$ cat src/erbp_pkg.sv
package erbp_pkg;

	// ==================================================
	// Widths
	localparam int DATA_W    = 16;
	localparam int SEL_W     = 3;
	localparam int PB_W      = 8;
	localparam int PC_ALT_W  = 7;
	localparam int PD_W      = 4;
	localparam int WCNT_W    = 8;

	// ==================================================
	// Register byte offsets
	localparam logic [7:0] OFS_WAIT_CFG = 8'h00;
	localparam logic [7:0] OFS_PORT_CFG = 8'h04;
	localparam logic [7:0] OFS_PA_OUT   = 8'h08;
	localparam logic [7:0] OFS_PA_DIR   = 8'h0C;
	localparam logic [7:0] OFS_PA_IN    = 8'h10;
	localparam logic [7:0] OFS_PB_OUT   = 8'h14;
	localparam logic [7:0] OFS_PB_DIR   = 8'h18;
	localparam logic [7:0] OFS_PB_FUNC  = 8'h1C;
	localparam logic [7:0] OFS_PB_IN    = 8'h20;
	localparam logic [7:0] OFS_PC_OUT   = 8'h24;
	localparam logic [7:0] OFS_PC_DIR   = 8'h28;
	localparam logic [7:0] OFS_PC_FUNC  = 8'h2C;
	localparam logic [7:0] OFS_PC_IN    = 8'h30;
	localparam logic [7:0] OFS_PD       = 8'h34;
	localparam logic [7:0] OFS_STATUS   = 8'h38;
	localparam logic [7:0] OFS_EXT_BASE = 8'h40;
	localparam logic [7:0] OFS_EXT_RSVD = 8'h5C;

	// ==================================================
	// Field positions
	localparam int CFG_PA_EN_BIT  = 0;
	localparam int CFG_OD_BIT     = 1;
	localparam int CFG_REMAP_BIT  = 2;
	localparam int PC_WAIT_BIT    = 4;
	localparam int PD_IN_LSB      = 0;
	localparam int PD_OUT_LSB     = 4;

	// ==================================================
	// Reset values
	localparam logic [6:0]        RST_WAIT_CFG = 7'h00;
	localparam logic [2:0]        RST_PORT_CFG = 3'h0;
	localparam logic [DATA_W-1:0] RST_DATA16   = 16'h0000;
	localparam logic [PB_W-1:0]   RST_DATA8    = 8'h00;
	localparam logic [SEL_W-1:0]  RESERVED_SLOT = 3'h7;

	// ==================================================
	// Bus sequencer states
	typedef enum logic [2:0] {
		ERBP_IDLE,
		ERBP_SETUP,
		ERBP_STROBE,
		ERBP_WAITST,
		ERBP_ACK
	} erbp_state_t;

endpackage

$ cat src/erbp_pin_mux.sv
module erbp_pin_mux #(
	parameter int W = 8
) (
	input  wire logic         clock,
	input  wire logic         rst_n,
	input  wire logic         ce,
	input  wire logic [W-1:0] gp_en,
	input  wire logic [W-1:0] gp_out,
	input  wire logic [W-1:0] gp_dir,
	input  wire logic         od,
	input  wire logic [W-1:0] alt_en,
	input  wire logic [W-1:0] alt_out,
	input  wire logic [W-1:0] alt_oe,
	output logic      [W-1:0] pin_out,
	output logic      [W-1:0] pin_oe
);

	logic [W-1:0] next_out;
	logic [W-1:0] next_oe;

	// ==================================================
	// Pin function select
	always_comb begin
		for (int i = 0; i < W; i++) begin
			if (alt_en[i]) begin
				next_out[i] = alt_out[i];
				next_oe[i]  = alt_oe[i];
			end else if (gp_en[i] && od) begin
				next_out[i] = 1'b0;
				next_oe[i]  = gp_dir[i] & ~gp_out[i];
			end else if (gp_en[i]) begin
				next_out[i] = gp_out[i];
				next_oe[i]  = gp_dir[i];
			end else begin
				next_out[i] = 1'b0;
				next_oe[i]  = 1'b0;
			end
		end
	end

	always_ff @(posedge clock or negedge rst_n) begin
		if (!rst_n) begin
			pin_out <= '0;
			pin_oe  <= '0;
		end else if (ce) begin
			pin_out <= next_out;
			pin_oe  <= next_oe;
		end
	end

endmodule

$ cat src/erbp_top.sv
// Local design decisions: the address map and register access over Avalon-MM.
module erbp_top (
	input  wire logic        clock,
	input  wire logic        rst_n,
	input  wire logic        ce,
	input  wire logic [7:0]  avs_address,
	input  wire logic        avs_read,
	input  wire logic        avs_write,
	input  wire logic [31:0] avs_writedata,
	input  wire logic [3:0]  avs_byteenable,
	output logic      [31:0] avs_readdata,
	output logic             avs_waitrequest,
	output logic      [2:0]  ext_reg_select,
	output logic             transfer_strobe_n,
	output logic             rd_not_wr,
	input  wire logic [15:0] shared_data_lines_in,
	output logic      [15:0] shared_data_lines_out,
	output logic      [15:0] shared_data_lines_oe,
	input  wire logic [7:0]  port_b_lines_in,
	output logic      [7:0]  port_b_lines_out,
	output logic      [7:0]  port_b_lines_oe,
	input  wire logic [7:0]  port_b_alt_out,
	input  wire logic [7:0]  port_b_alt_oe,
	input  wire logic [7:0]  port_c_lines_in,
	output logic      [7:0]  port_c_lines_out,
	output logic      [7:0]  port_c_lines_oe,
	input  wire logic [6:0]  port_c_alt_out,
	input  wire logic [6:0]  port_c_alt_oe,
	output logic      [3:0]  port_d_outputs,
	input  wire logic [3:0]  port_d_inputs
);

	// ==================================================
	// Registers and state
	erbp_pkg::erbp_state_t     state;
	logic [6:0]                wait_cfg;
	logic [2:0]                port_cfg;
	logic [15:0]               pa_out;
	logic [15:0]               pa_dir;
	logic [7:0]                pb_out;
	logic [7:0]                pb_dir;
	logic [7:0]                pb_func;
	logic [7:0]                pc_out;
	logic [7:0]                pc_dir;
	logic [6:0]                pc_func;
	logic [7:0]                wait_count;
	logic                      req_write;
	logic                      req_ext;
	logic [7:0]                req_addr;
	logic                      ws_done;
	logic [15:0]               wdata_hold;
	logic [31:0]               next_readdata;
	logic                      req_valid;
	logic                      is_ext;
	logic                      wait_n;
	logic                      ext_drive;
	logic                      remap;
	logic [7:0]                pb_in_eff;
	logic [15:0]               pa_gp_out;
	logic [15:0]               pa_gp_dir;
	logic [15:0]               pa_gp_en;

	typedef erbp_pkg::erbp_state_t erbp_st_t;

	function automatic logic [15:0] erbp_merge16(input logic [15:0] old, input logic [31:0] wd,
		input logic [3:0] be);
		erbp_merge16 = {be[1] ? wd[15:8] : old[15:8], be[0] ? wd[7:0] : old[7:0]};
	endfunction

	function automatic logic erbp_is_ext_slot(input logic [7:0] a);
		erbp_is_ext_slot = (a >= erbp_pkg::OFS_EXT_BASE) && (a < erbp_pkg::OFS_EXT_RSVD);
	endfunction

	assign req_valid = avs_read | avs_write;
	assign is_ext    = erbp_is_ext_slot(avs_address);
	assign remap     = port_cfg[erbp_pkg::CFG_REMAP_BIT];
	assign wait_n    = pc_func[erbp_pkg::PC_WAIT_BIT] ? port_c_lines_in[erbp_pkg::PC_WAIT_BIT] : 1'b1;
	assign ext_drive = req_ext && req_write && (state != erbp_pkg::ERBP_IDLE)
		&& (state != erbp_pkg::ERBP_ACK);
	assign pb_in_eff = remap ? shared_data_lines_in[15:8] : port_b_lines_in;

	// ==================================================
	// Bus sequencer
	always_ff @(posedge clock or negedge rst_n) begin
		if (!rst_n) begin
			state   <= erbp_pkg::ERBP_IDLE;
			ws_done <= 1'b0;
		end else if (ce) begin
			case (state)
				erbp_pkg::ERBP_IDLE: begin
					ws_done <= 1'b0;
					if (req_valid && is_ext) begin
						state <= erbp_pkg::ERBP_SETUP;
					end else if (req_valid) begin
						state <= erbp_pkg::ERBP_ACK;
					end
				end
				erbp_pkg::ERBP_SETUP: begin
					state <= erbp_pkg::ERBP_STROBE;
				end
				erbp_pkg::ERBP_STROBE: begin
					if (wait_cfg[req_addr[4:2]] && !ws_done) begin
						state <= erbp_pkg::ERBP_WAITST;
					end else if (wait_n) begin
						state <= erbp_pkg::ERBP_ACK;
					end
				end
				erbp_pkg::ERBP_WAITST: begin
					ws_done <= 1'b1;
					state   <= erbp_pkg::ERBP_STROBE;
				end
				erbp_pkg::ERBP_ACK: begin
					state <= erbp_pkg::ERBP_IDLE;
				end
				default: begin
					state <= erbp_pkg::ERBP_IDLE;
				end
			endcase
		end
	end

	// ==================================================
	// Request capture
	always_ff @(posedge clock or negedge rst_n) begin
		if (!rst_n) begin
			req_write  <= 1'b0;
			req_ext    <= 1'b0;
			req_addr   <= 8'h00;
			wdata_hold <= erbp_pkg::RST_DATA16;
		end else if (ce && state == erbp_pkg::ERBP_IDLE && req_valid) begin
			req_write  <= avs_write;
			req_ext    <= is_ext;
			req_addr   <= avs_address;
			wdata_hold <= avs_writedata[15:0];
		end
	end

	// ==================================================
	// External bus control pins
	always_ff @(posedge clock or negedge rst_n) begin
		if (!rst_n) begin
			ext_reg_select    <= erbp_pkg::RESERVED_SLOT;
			transfer_strobe_n <= 1'b1;
			rd_not_wr         <= 1'b1;
		end else if (ce) begin
			if (state == erbp_pkg::ERBP_IDLE && req_valid) begin
				ext_reg_select <= avs_address[4:2];
				rd_not_wr      <= ~(avs_write && is_ext);
			end
			if (state == erbp_pkg::ERBP_SETUP) begin
				transfer_strobe_n <= 1'b0;
			end else if (state == erbp_pkg::ERBP_STROBE && wait_n
				&& !(wait_cfg[req_addr[4:2]] && !ws_done)) begin
				transfer_strobe_n <= 1'b1;
			end
			if (state == erbp_pkg::ERBP_ACK) begin
				rd_not_wr <= 1'b1;
			end
		end
	end

	// ==================================================
	// Wait cycle counter
	always_ff @(posedge clock or negedge rst_n) begin
		if (!rst_n) begin
			wait_count <= 8'h00;
		end else if (ce) begin
			if (state == erbp_pkg::ERBP_SETUP) begin
				wait_count <= 8'h00;
			end else if ((state == erbp_pkg::ERBP_WAITST || (state == erbp_pkg::ERBP_STROBE && !wait_n))
				&& wait_count != 8'hFF) begin
				wait_count <= wait_count + 8'h01;
			end
		end
	end

	// ==================================================
	// Read mux
	always_comb begin
		next_readdata = 32'h0000_0000;
		case (avs_address)
			erbp_pkg::OFS_WAIT_CFG: next_readdata[6:0]  = wait_cfg;
			erbp_pkg::OFS_PORT_CFG: next_readdata[2:0]  = port_cfg;
			erbp_pkg::OFS_PA_OUT:   next_readdata[15:0] = pa_out;
			erbp_pkg::OFS_PA_DIR:   next_readdata[15:0] = pa_dir;
			erbp_pkg::OFS_PA_IN:    next_readdata[15:0] = shared_data_lines_in;
			erbp_pkg::OFS_PB_OUT:   next_readdata[7:0]  = pb_out;
			erbp_pkg::OFS_PB_DIR:   next_readdata[7:0]  = pb_dir;
			erbp_pkg::OFS_PB_FUNC:  next_readdata[7:0]  = pb_func;
			erbp_pkg::OFS_PB_IN:    next_readdata[7:0]  = pb_in_eff;
			erbp_pkg::OFS_PC_OUT:   next_readdata[7:0]  = pc_out;
			erbp_pkg::OFS_PC_DIR:   next_readdata[7:0]  = pc_dir;
			erbp_pkg::OFS_PC_FUNC:  next_readdata[6:0]  = pc_func;
			erbp_pkg::OFS_PC_IN:    next_readdata[7:0]  = port_c_lines_in;
			erbp_pkg::OFS_PD:       next_readdata[7:0]  = {port_d_outputs, port_d_inputs};
			erbp_pkg::OFS_STATUS:   next_readdata[7:0]  = wait_count;
			default:                next_readdata = 32'h0000_0000;
		endcase
	end

	// ==================================================
	// Avalon answer
	always_ff @(posedge clock or negedge rst_n) begin
		if (!rst_n) begin
			avs_waitrequest <= 1'b1;
			avs_readdata    <= 32'h0000_0000;
		end else if (ce) begin
			avs_waitrequest <= 1'b1;
			if (state == erbp_pkg::ERBP_IDLE && req_valid && !is_ext) begin
				avs_waitrequest <= 1'b0;
				avs_readdata    <= avs_read ? next_readdata : 32'h0000_0000;
			end else if (state == erbp_pkg::ERBP_STROBE && wait_n && !(wait_cfg[req_addr[4:2]] && !ws_done)) begin
				avs_waitrequest <= 1'b0;
				avs_readdata    <= req_write ? 32'h0000_0000 : {16'h0000, shared_data_lines_in};
			end
		end
	end

	// ==================================================
	// Configuration registers
	always_ff @(posedge clock or negedge rst_n) begin
		if (!rst_n) begin
			wait_cfg <= erbp_pkg::RST_WAIT_CFG;
			port_cfg <= erbp_pkg::RST_PORT_CFG;
			pa_out   <= erbp_pkg::RST_DATA16;
			pa_dir   <= erbp_pkg::RST_DATA16;
			pb_out   <= erbp_pkg::RST_DATA8;
			pb_dir   <= erbp_pkg::RST_DATA8;
			pb_func  <= erbp_pkg::RST_DATA8;
			pc_out   <= erbp_pkg::RST_DATA8;
			pc_dir   <= erbp_pkg::RST_DATA8;
			pc_func  <= erbp_pkg::RST_WAIT_CFG;
			port_d_outputs <= 4'h0;
		end else if (ce && state == erbp_pkg::ERBP_ACK && req_write && !req_ext) begin
			case (req_addr)
				erbp_pkg::OFS_WAIT_CFG: if (avs_byteenable[0]) wait_cfg <= avs_writedata[6:0];
				erbp_pkg::OFS_PORT_CFG: if (avs_byteenable[0]) port_cfg <= avs_writedata[2:0];
				erbp_pkg::OFS_PA_OUT:   pa_out <= erbp_merge16(pa_out, avs_writedata, avs_byteenable);
				erbp_pkg::OFS_PA_DIR:   pa_dir <= erbp_merge16(pa_dir, avs_writedata, avs_byteenable);
				erbp_pkg::OFS_PB_OUT:   if (avs_byteenable[0]) pb_out <= avs_writedata[7:0];
				erbp_pkg::OFS_PB_DIR:   if (avs_byteenable[0]) pb_dir <= avs_writedata[7:0];
				erbp_pkg::OFS_PB_FUNC:  if (avs_byteenable[0]) pb_func <= avs_writedata[7:0];
				erbp_pkg::OFS_PC_OUT:   if (avs_byteenable[0]) pc_out <= avs_writedata[7:0];
				erbp_pkg::OFS_PC_DIR:   if (avs_byteenable[0]) pc_dir <= avs_writedata[7:0];
				erbp_pkg::OFS_PC_FUNC:  if (avs_byteenable[0]) pc_func <= avs_writedata[6:0];
				erbp_pkg::OFS_PD:       if (avs_byteenable[0]) port_d_outputs <= avs_writedata[7:4];
				default: begin
				end
			endcase
		end
	end

	// ==================================================
	// Pin drivers
	assign pa_gp_en  = {{8{port_cfg[erbp_pkg::CFG_PA_EN_BIT] | remap}}, {8{port_cfg[erbp_pkg::CFG_PA_EN_BIT]}}};
	assign pa_gp_out = {remap ? pb_out : pa_out[15:8], pa_out[7:0]};
	assign pa_gp_dir = {remap ? pb_dir : pa_dir[15:8], pa_dir[7:0]};

	erbp_pin_mux #(.W(16)) u_port_a (
		.clock   (clock),
		.rst_n   (rst_n),
		.ce      (ce),
		.gp_en   (pa_gp_en),
		.gp_out  (pa_gp_out),
		.gp_dir  (pa_gp_dir),
		.od      (port_cfg[erbp_pkg::CFG_OD_BIT]),
		.alt_en  ({16{ext_drive}}),
		.alt_out (wdata_hold),
		.alt_oe  (16'hFFFF),
		.pin_out (shared_data_lines_out),
		.pin_oe  (shared_data_lines_oe)
	);

	erbp_pin_mux #(.W(8)) u_port_b (
		.clock   (clock),
		.rst_n   (rst_n),
		.ce      (ce),
		.gp_en   ({8{~remap}}),
		.gp_out  (pb_out),
		.gp_dir  (pb_dir),
		.od      (1'b0),
		.alt_en  (pb_func & {8{~remap}}),
		.alt_out (port_b_alt_out),
		.alt_oe  (port_b_alt_oe),
		.pin_out (port_b_lines_out),
		.pin_oe  (port_b_lines_oe)
	);

	erbp_pin_mux #(.W(8)) u_port_c (
		.clock   (clock),
		.rst_n   (rst_n),
		.ce      (ce),
		.gp_en   (8'hFF),
		.gp_out  (pc_out),
		.gp_dir  (pc_dir),
		.od      (1'b0),
		.alt_en  ({1'b0, pc_func}),
		.alt_out ({1'b0, port_c_alt_out[6:5], 1'b0, port_c_alt_out[3:0]}),
		.alt_oe  ({1'b0, port_c_alt_oe[6:5], 1'b0, port_c_alt_oe[3:0]}),
		.pin_out (port_c_lines_out),
		.pin_oe  (port_c_lines_oe)
	);

endmodule

$ cat config.mk
export PLATFORM = sky130hd
export DESIGN_NAME = erbp_top
export DESIGN_NICKNAME = d
export VERILOG_FILES = /design/src/erbp_pkg.sv /design/src/erbp_pin_mux.sv /design/src/erbp_top.sv
export SDC_FILE = /design/constraint.sdc
export NUM_CORES = 1
export LEC_CHECK = 0
export ABC_AREA = 1
export ABC_CLOCK_PERIOD_IN_PS = 9200
export BUFFER_PORTS_ARGS = -buffer_cell sky130_fd_sc_hd__buf_2
export CAP_MARGIN = 15
export CORE_MARGIN = 5
export CORE_UTILIZATION = 55
export DETAILED_ROUTE_END_ITERATION = 8
export PLACE_DENSITY = 0.85
export SLEW_MARGIN = 20
export SYNTH_ARGS = -nofsm -noshare
export SYNTH_HDL_FRONTEND = slang
export SYNTH_HIERARCHICAL = 1
export SYNTH_SLANG_ARGS = --single-unit
$ cat constraint.sdc
create_clock -name clock -period 9.2 [get_ports clock]
set_clock_uncertainty 0.15 [all_clocks]
set_input_delay 0.92 -clock clock [delete_from_list [all_inputs] [get_ports clock]]
set_output_delay 0.92 -clock clock [all_outputs]
set_load 0.03 [all_outputs]
After elaboration in Yosys (flattened, before gate mapping)
Cells that the tools add are included.
W data, S select, Z words.
{ "totals": {"reg_bits": 233, "in_bits": 115, "output_inout_bits": 106, "word_cells": 330} }
{ "op_classes": {"n_addsub": 1, "n_lt_le_gt_ge": 3, "n_eq_ne": 32, "n_mux": 170, "n_bitwise": 37, "reduce_logical": 56} }
{ "ops": {"columns": ["operator", "n"], "rows": [
  ["$mux W1", 150],
  ["$eq A8 B6 Y1 const B", 11],
  ["$mux W32", 2],
  ["$eq A8 B5 Y1 const B", 7],
  ["$pmux W4 S14", 1],
  ["$pmux W3 S15", 1],
  ["$reduce_and A3 Y1", 14],
  ["$mux W8", 5],
  ["$eq A8 B4 Y1 const B", 4],
  ["$mux W16", 2],
  ["$pmux W8 S3", 1],
  ["$logic_and A1 B1 Y1", 20],
  ["$not A1 Y1", 18],
  ["$and A1 B1 Y1", 16],
  ["$eq A8 B3 Y1 const B", 2],
  ["$logic_not A8 Y1", 2],
  ["$mux W3", 4],
  ["$pmux W1 S12", 1],
  ["$reduce_and A2 Y1", 6],
  ["$reduce_bool A2 Y1", 5],
  ["$ne A3 B3 Y1 const B", 3],
  ["$pmux W3 S3", 1],
  ["$add A8 B1 Y8 const B", 1],
  ["$and A8 B8 Y8", 1],
  ["15 further kinds", 21]
]} }

Logic depth before layout (Yosys ltp)
{ "logic_depth": {"word_depth": 7, "ltp_mapped": 13, "mapped_depth_nobuf": 12} }

Hierarchy
The synthesis kept the hierarchy.
{ "by_module_without_submodules": {"columns": ["mod", "n_inst", "cells_each", "area_per_inst_um2", "seq_area_each_um2"], "rows": [
  ["erbp_top", 1, 1145, 8393.0, 3836.2],
  ["erbp_pin_mux (u_port_b ...)", 2, 107, 882.1, 400.4],
  ["erbp_pin_mux (u_port_a)", 1, 209, 1722.9, 800.8]
]} }

Worst setup path after synthesis
OpenSTA, ideal clock, no wires.
{ "synth_path": {"path_kind": "register -> register", "from": "register req_write", "to": "register u_port_a.pin_oe[3]", "setup_ns": 0.125, "t_arrival_ns": 3.653, "required_ns": 8.925, "setup_slack_ns": 5.272, "stages_incl_launch_ff": 7, "n_path_buf": 1, "period_less_slack_ns": 3.928, "path_cell_list": "dfrtp_1 > inv_1 > clkbuf_1 > nor3_1 > inv_1 > nand4_1 > a21oi_1"} }
{ "synth_between": {"elab_chain_cells": 4} }
{ "synth_lines": {"columns": ["element", "line_no", "rtl"], "rows": [
  ["start: declaration", "erbp_top.sv:47", "logic req_write;"],
  ["start signal: assignment", "erbp_top.sv:131", "req_write <= avs_write;"],
  ["$logic_and A1 B1 Y1 (2 in series)", "erbp_top.sv:78", "assign ext_drive = req_ext && req_write && (state != erbp_pkg::ERBP_IDLE)"],
  ["$logic_and A1 B1 Y1", "erbp_top.sv:79", "&& (state != erbp_pkg::ERBP_ACK);"],
  ["via ext_drive", "erbp_top.sv:56", "logic ext_drive;"],
  ["$mux W1", "erbp_pin_mux.sv:25", "if (alt_en[i]) begin"],
  ["end signal: assignment", "erbp_pin_mux.sv:47", "pin_oe <= next_oe;"],
  ["end: declaration", "erbp_pin_mux.sv:15", "output logic [W-1:0] pin_oe"]
]} }
The timed path passes the listed nets, and every way through them passes these cells.
A chain may end at the register's enable or synchronous reset.

Worst setup path in the final report
{ "layout_path": {"from": "input port ce", "to": "register avs_readdata[11]"} }
{ "layout_between": {"elab_chain_cells": 1} }
{ "layout_lines": {"columns": ["element", "line_no", "rtl"], "rows": [
  ["start: declaration", "erbp_top.sv:5", "input wire logic ce,"],
  ["$reduce_and A2 Y1 (no line)", null, null],
  ["end signal: assignment", "erbp_top.sv:211", "avs_readdata <= avs_read ? next_readdata : 32'h0000_0000;"],
  ["end signal: assignment", "erbp_top.sv:214", "avs_readdata <= req_write ? 32'h0000_0000 : {16'h0000, shared_data_lines_in};"],
  ["end: declaration", "erbp_top.sv:11", "output logic [31:0] avs_readdata,"]
]} }
No other way between the ends.

==> metrics.txt <==
NetSw=0.001070 W; synth top area cells=dfrtp_1, nand2_1, nor2_1, nand3_1, a21oi_1; share of cells above drive strength 1=17.94%; clock root cell=clkbuf_16; total wire length=38670 um; number of buffers added on ports=184; die height=157.0 um; Critical Path RT=9.44 ns; register area share after synthesis=45.77%; FF-to-FF Start=state[0]; Synth Instances=1568; initial cell density of the core=56.16%; sequential power share=42.0%; Critical Path AT=3.47 ns; final period utilization=35.05%; CTS Sinks=217; first-pass GRT wire length=60150 um; antenna-violating nets left=0; endpoint class of the critical path=register; outcome=complete, no violations; DR WL met2=17760 um; post-DR vias/cell=5.732; RSZ-0062 raised after global routing=no; Netlist cell types=44; Avg Inst Size Synth=7.577 um2; Synth Flop Type=dfrtp_1; clock period minus worst slack=3.225 ns; Worst VDD drop=0.0001866 V; DRC=0; die width=157.0 um; CP Max Fanout=46; first drt pass iteration count=6; worst hold path class=in -> async; Static Leak=6.802 nW; Internal Pwr Total=0.001926 W; met3 wire length=3857 um; largest net degree at the start of global routing=80; Netlist Area Pre-Place=0.01188 mm2; crit path kind=in -> reg; Hold WS=0.2174 ns; sw frac=35.71%; routed via count=11.77k; DP Cell Count=2011; Post-CTS Hold Fix Bufs=0; Final Max Tran Viols=0; clock slew seen by the registers of the worst setup and hold paths=0.06 ns; initial antenna violation count=0; Congestion Overflow GR=0; Cell Rows=53; io pins=221; core area=0.02115 mm2; number of synthesis warnings=6; dpl hpwl=27890 um; Worst-Skew Late Latency=0.53 ns; pre-CTS setup slack=5.502 ns; clock share of power=33.0%; Peak Freq=310.1 MHz; vias in the first global route=11.24k; WL/cell=18.84 um; die footprint=0.02464 mm2; ant diodes=0; initial DRC count=1331; htree depth=1; non-filler cells, final=2053; count of final setup violators=0; post-route setup TNS=0 ns; setup repair bufs after CTS=0; endpoints failing hold=0; DRT met1 WL=14870 um; CTS tree=yes; DR top layer=met4; nets@finish=1878; all-layer global routing usage=31.00%; Yosys reg bits=217; Worst Setup Start Kind=input port; gpl congestion=1.019; post-route cell area=0.01370 mm2; Slew HR=35.17%; Max-cap violations=0; PostCTS Resize Cnt=0; Async SR Flop Fraction=100.0%; Logic pwr share=25.0%; number of synthesized flops with an enable pin=0; worst-margin pin slew=0.9700 ns; Pwr Density=218.6 mW/mm2; count leader, synth=nand2_1; leading area contributor after synthesis=dfrtp_1; reg-to-reg slack, setup=6.29 ns; Worst Reg-to-Reg Cells=9; post-route setup slack=5.975 ns; worst r2r dst=avs_readdata[11]; Placed Area=0.01287 mm2; total CTS buffers=24; buffer depth of the longest clock path=3; Area Growth Syn to Fin=15.33%; Synth top cells by count=nand2_1, dfrtp_1, nor2_1; Synth top area share=44.44%
[worst max path at each step]
| stage | startpoint | to | slack, ns |
|---|---|---|---|
| floorplan | req_write | u_port_a/pin_oe[3] | 5.27 |
| global placement | ce | avs_readdata[9] | 5.52 |
| detailed placement | ce | avs_readdata[9] | 5.50 |
| CTS | ce | avs_readdata[11] | 6.01 |
| global route | ce | avs_readdata[11] | 5.77 |
| finish | ce | avs_readdata[11] | 5.98 |
[layout by cell type (no fill, tap or decap), types with 2 or more instances in the layout]
cell / count
nand2_2: 9
nor3_1: 7
nand3_2: 4
dfrtp_1: 211
a21oi_2: 16
inv_1: 102
nand4_1: 48
a21boi_0: 5
conb_1: 61
a21oi_1: 122
inv_2: 13
or2_2: 2
nand4_2: 5
nand2_1: 434
o21ai_0: 84
nand3_1: 131
nand4_4: 2
clkbuf_1: 2
xor2_1: 4
nor2_4: 10
inv_8: 2
clkbuf_8: 8
buf_2: 183
o21a_1: 8
clkinv_2: 2
clkinvlp_4: 4
bufinv_16: 2
nand3_4: 2
o21ai_1: 56
nor3_2: 2
dfstp_2: 6
inv_4: 2
buf_4: 6
nor2_1: 179
clkbuf_16: 24
nor2_2: 8
[layout make-up]
type,count,area (um2)
repair buffers,191,985.9
flip-flops and latches,217,5438
clock buffers,33,704.4
fillers,1814,7452
clock inverters,9,116.4
multi-input cells,1207,5634
inverters,121,479.2
well taps,275,344.1
[routing by layer]
layer | vias to the layer above | track usage [%]
met2 | 677 | 49.43
li1 | 5449 | -
met5 | - | 0
met4 | 0 | 13.97
met3 | 141 | 5.444
met1 | 5500 | 41.74
[power by group through the flow]
stage	clock network, W	logic [W]	registers, W
after global routing	0.00103	0.000829	0.00128
after detailed placement	0	0.000744	0.00127
final	0.000988	0.000750	0.00126
after CTS	0.000991	0.000748	0.00125
after global placement	0	0.000724	0.00126
after floorplan	0	0.000414	0.00137
[stage by stage]
stage / total power (W) / util [%]
after floorplan: 0.001784 / -
after global placement: 0.001986 / 60.85
after detailed placement: 0.002010 / 60.85
after CTS: 0.002991 / 64.73
after global routing: 0.003139 / 64.77
final: 0.002996 / 64.77
[registers in the layout, indices dropped and copies added (netlist names), 8 cells and up]
register / count
wait_count: 8
pb_func: 8
pb_dir: 8
pb_out: 8
avs_readdata: 16
pc_dir: 8
u_port_a/pin_out: 16
u_port_b/pin_out: 8
u_port_b/pin_oe: 8
wdata_hold: 16
pc_out: 8
req_addr: 8
u_port_c/pin_oe: 8
u_port_c/pin_out: 8
pa_out: 16
u_port_a/pin_oe: 16
pa_dir: 16
[worst max-delay path: stages]
cell and delay (ns):
buf_2 0.59, buf_4 0.58, nand2_2 0.18, nand2_1 0.75
nand3_1 0.21, o21a_1 0.17
[logic make-up after synthesis]
group	after synthesis	synth area share, %
fa+ha+maj	1	0.1053
other cells	2	0.06321
xor+xnor	4	0.2949
compound gates	294	13.23
flops	217	45.77
buf+inv	203	8.752
simple gates	847	31.79
Power figures use the tool's default switching activity.
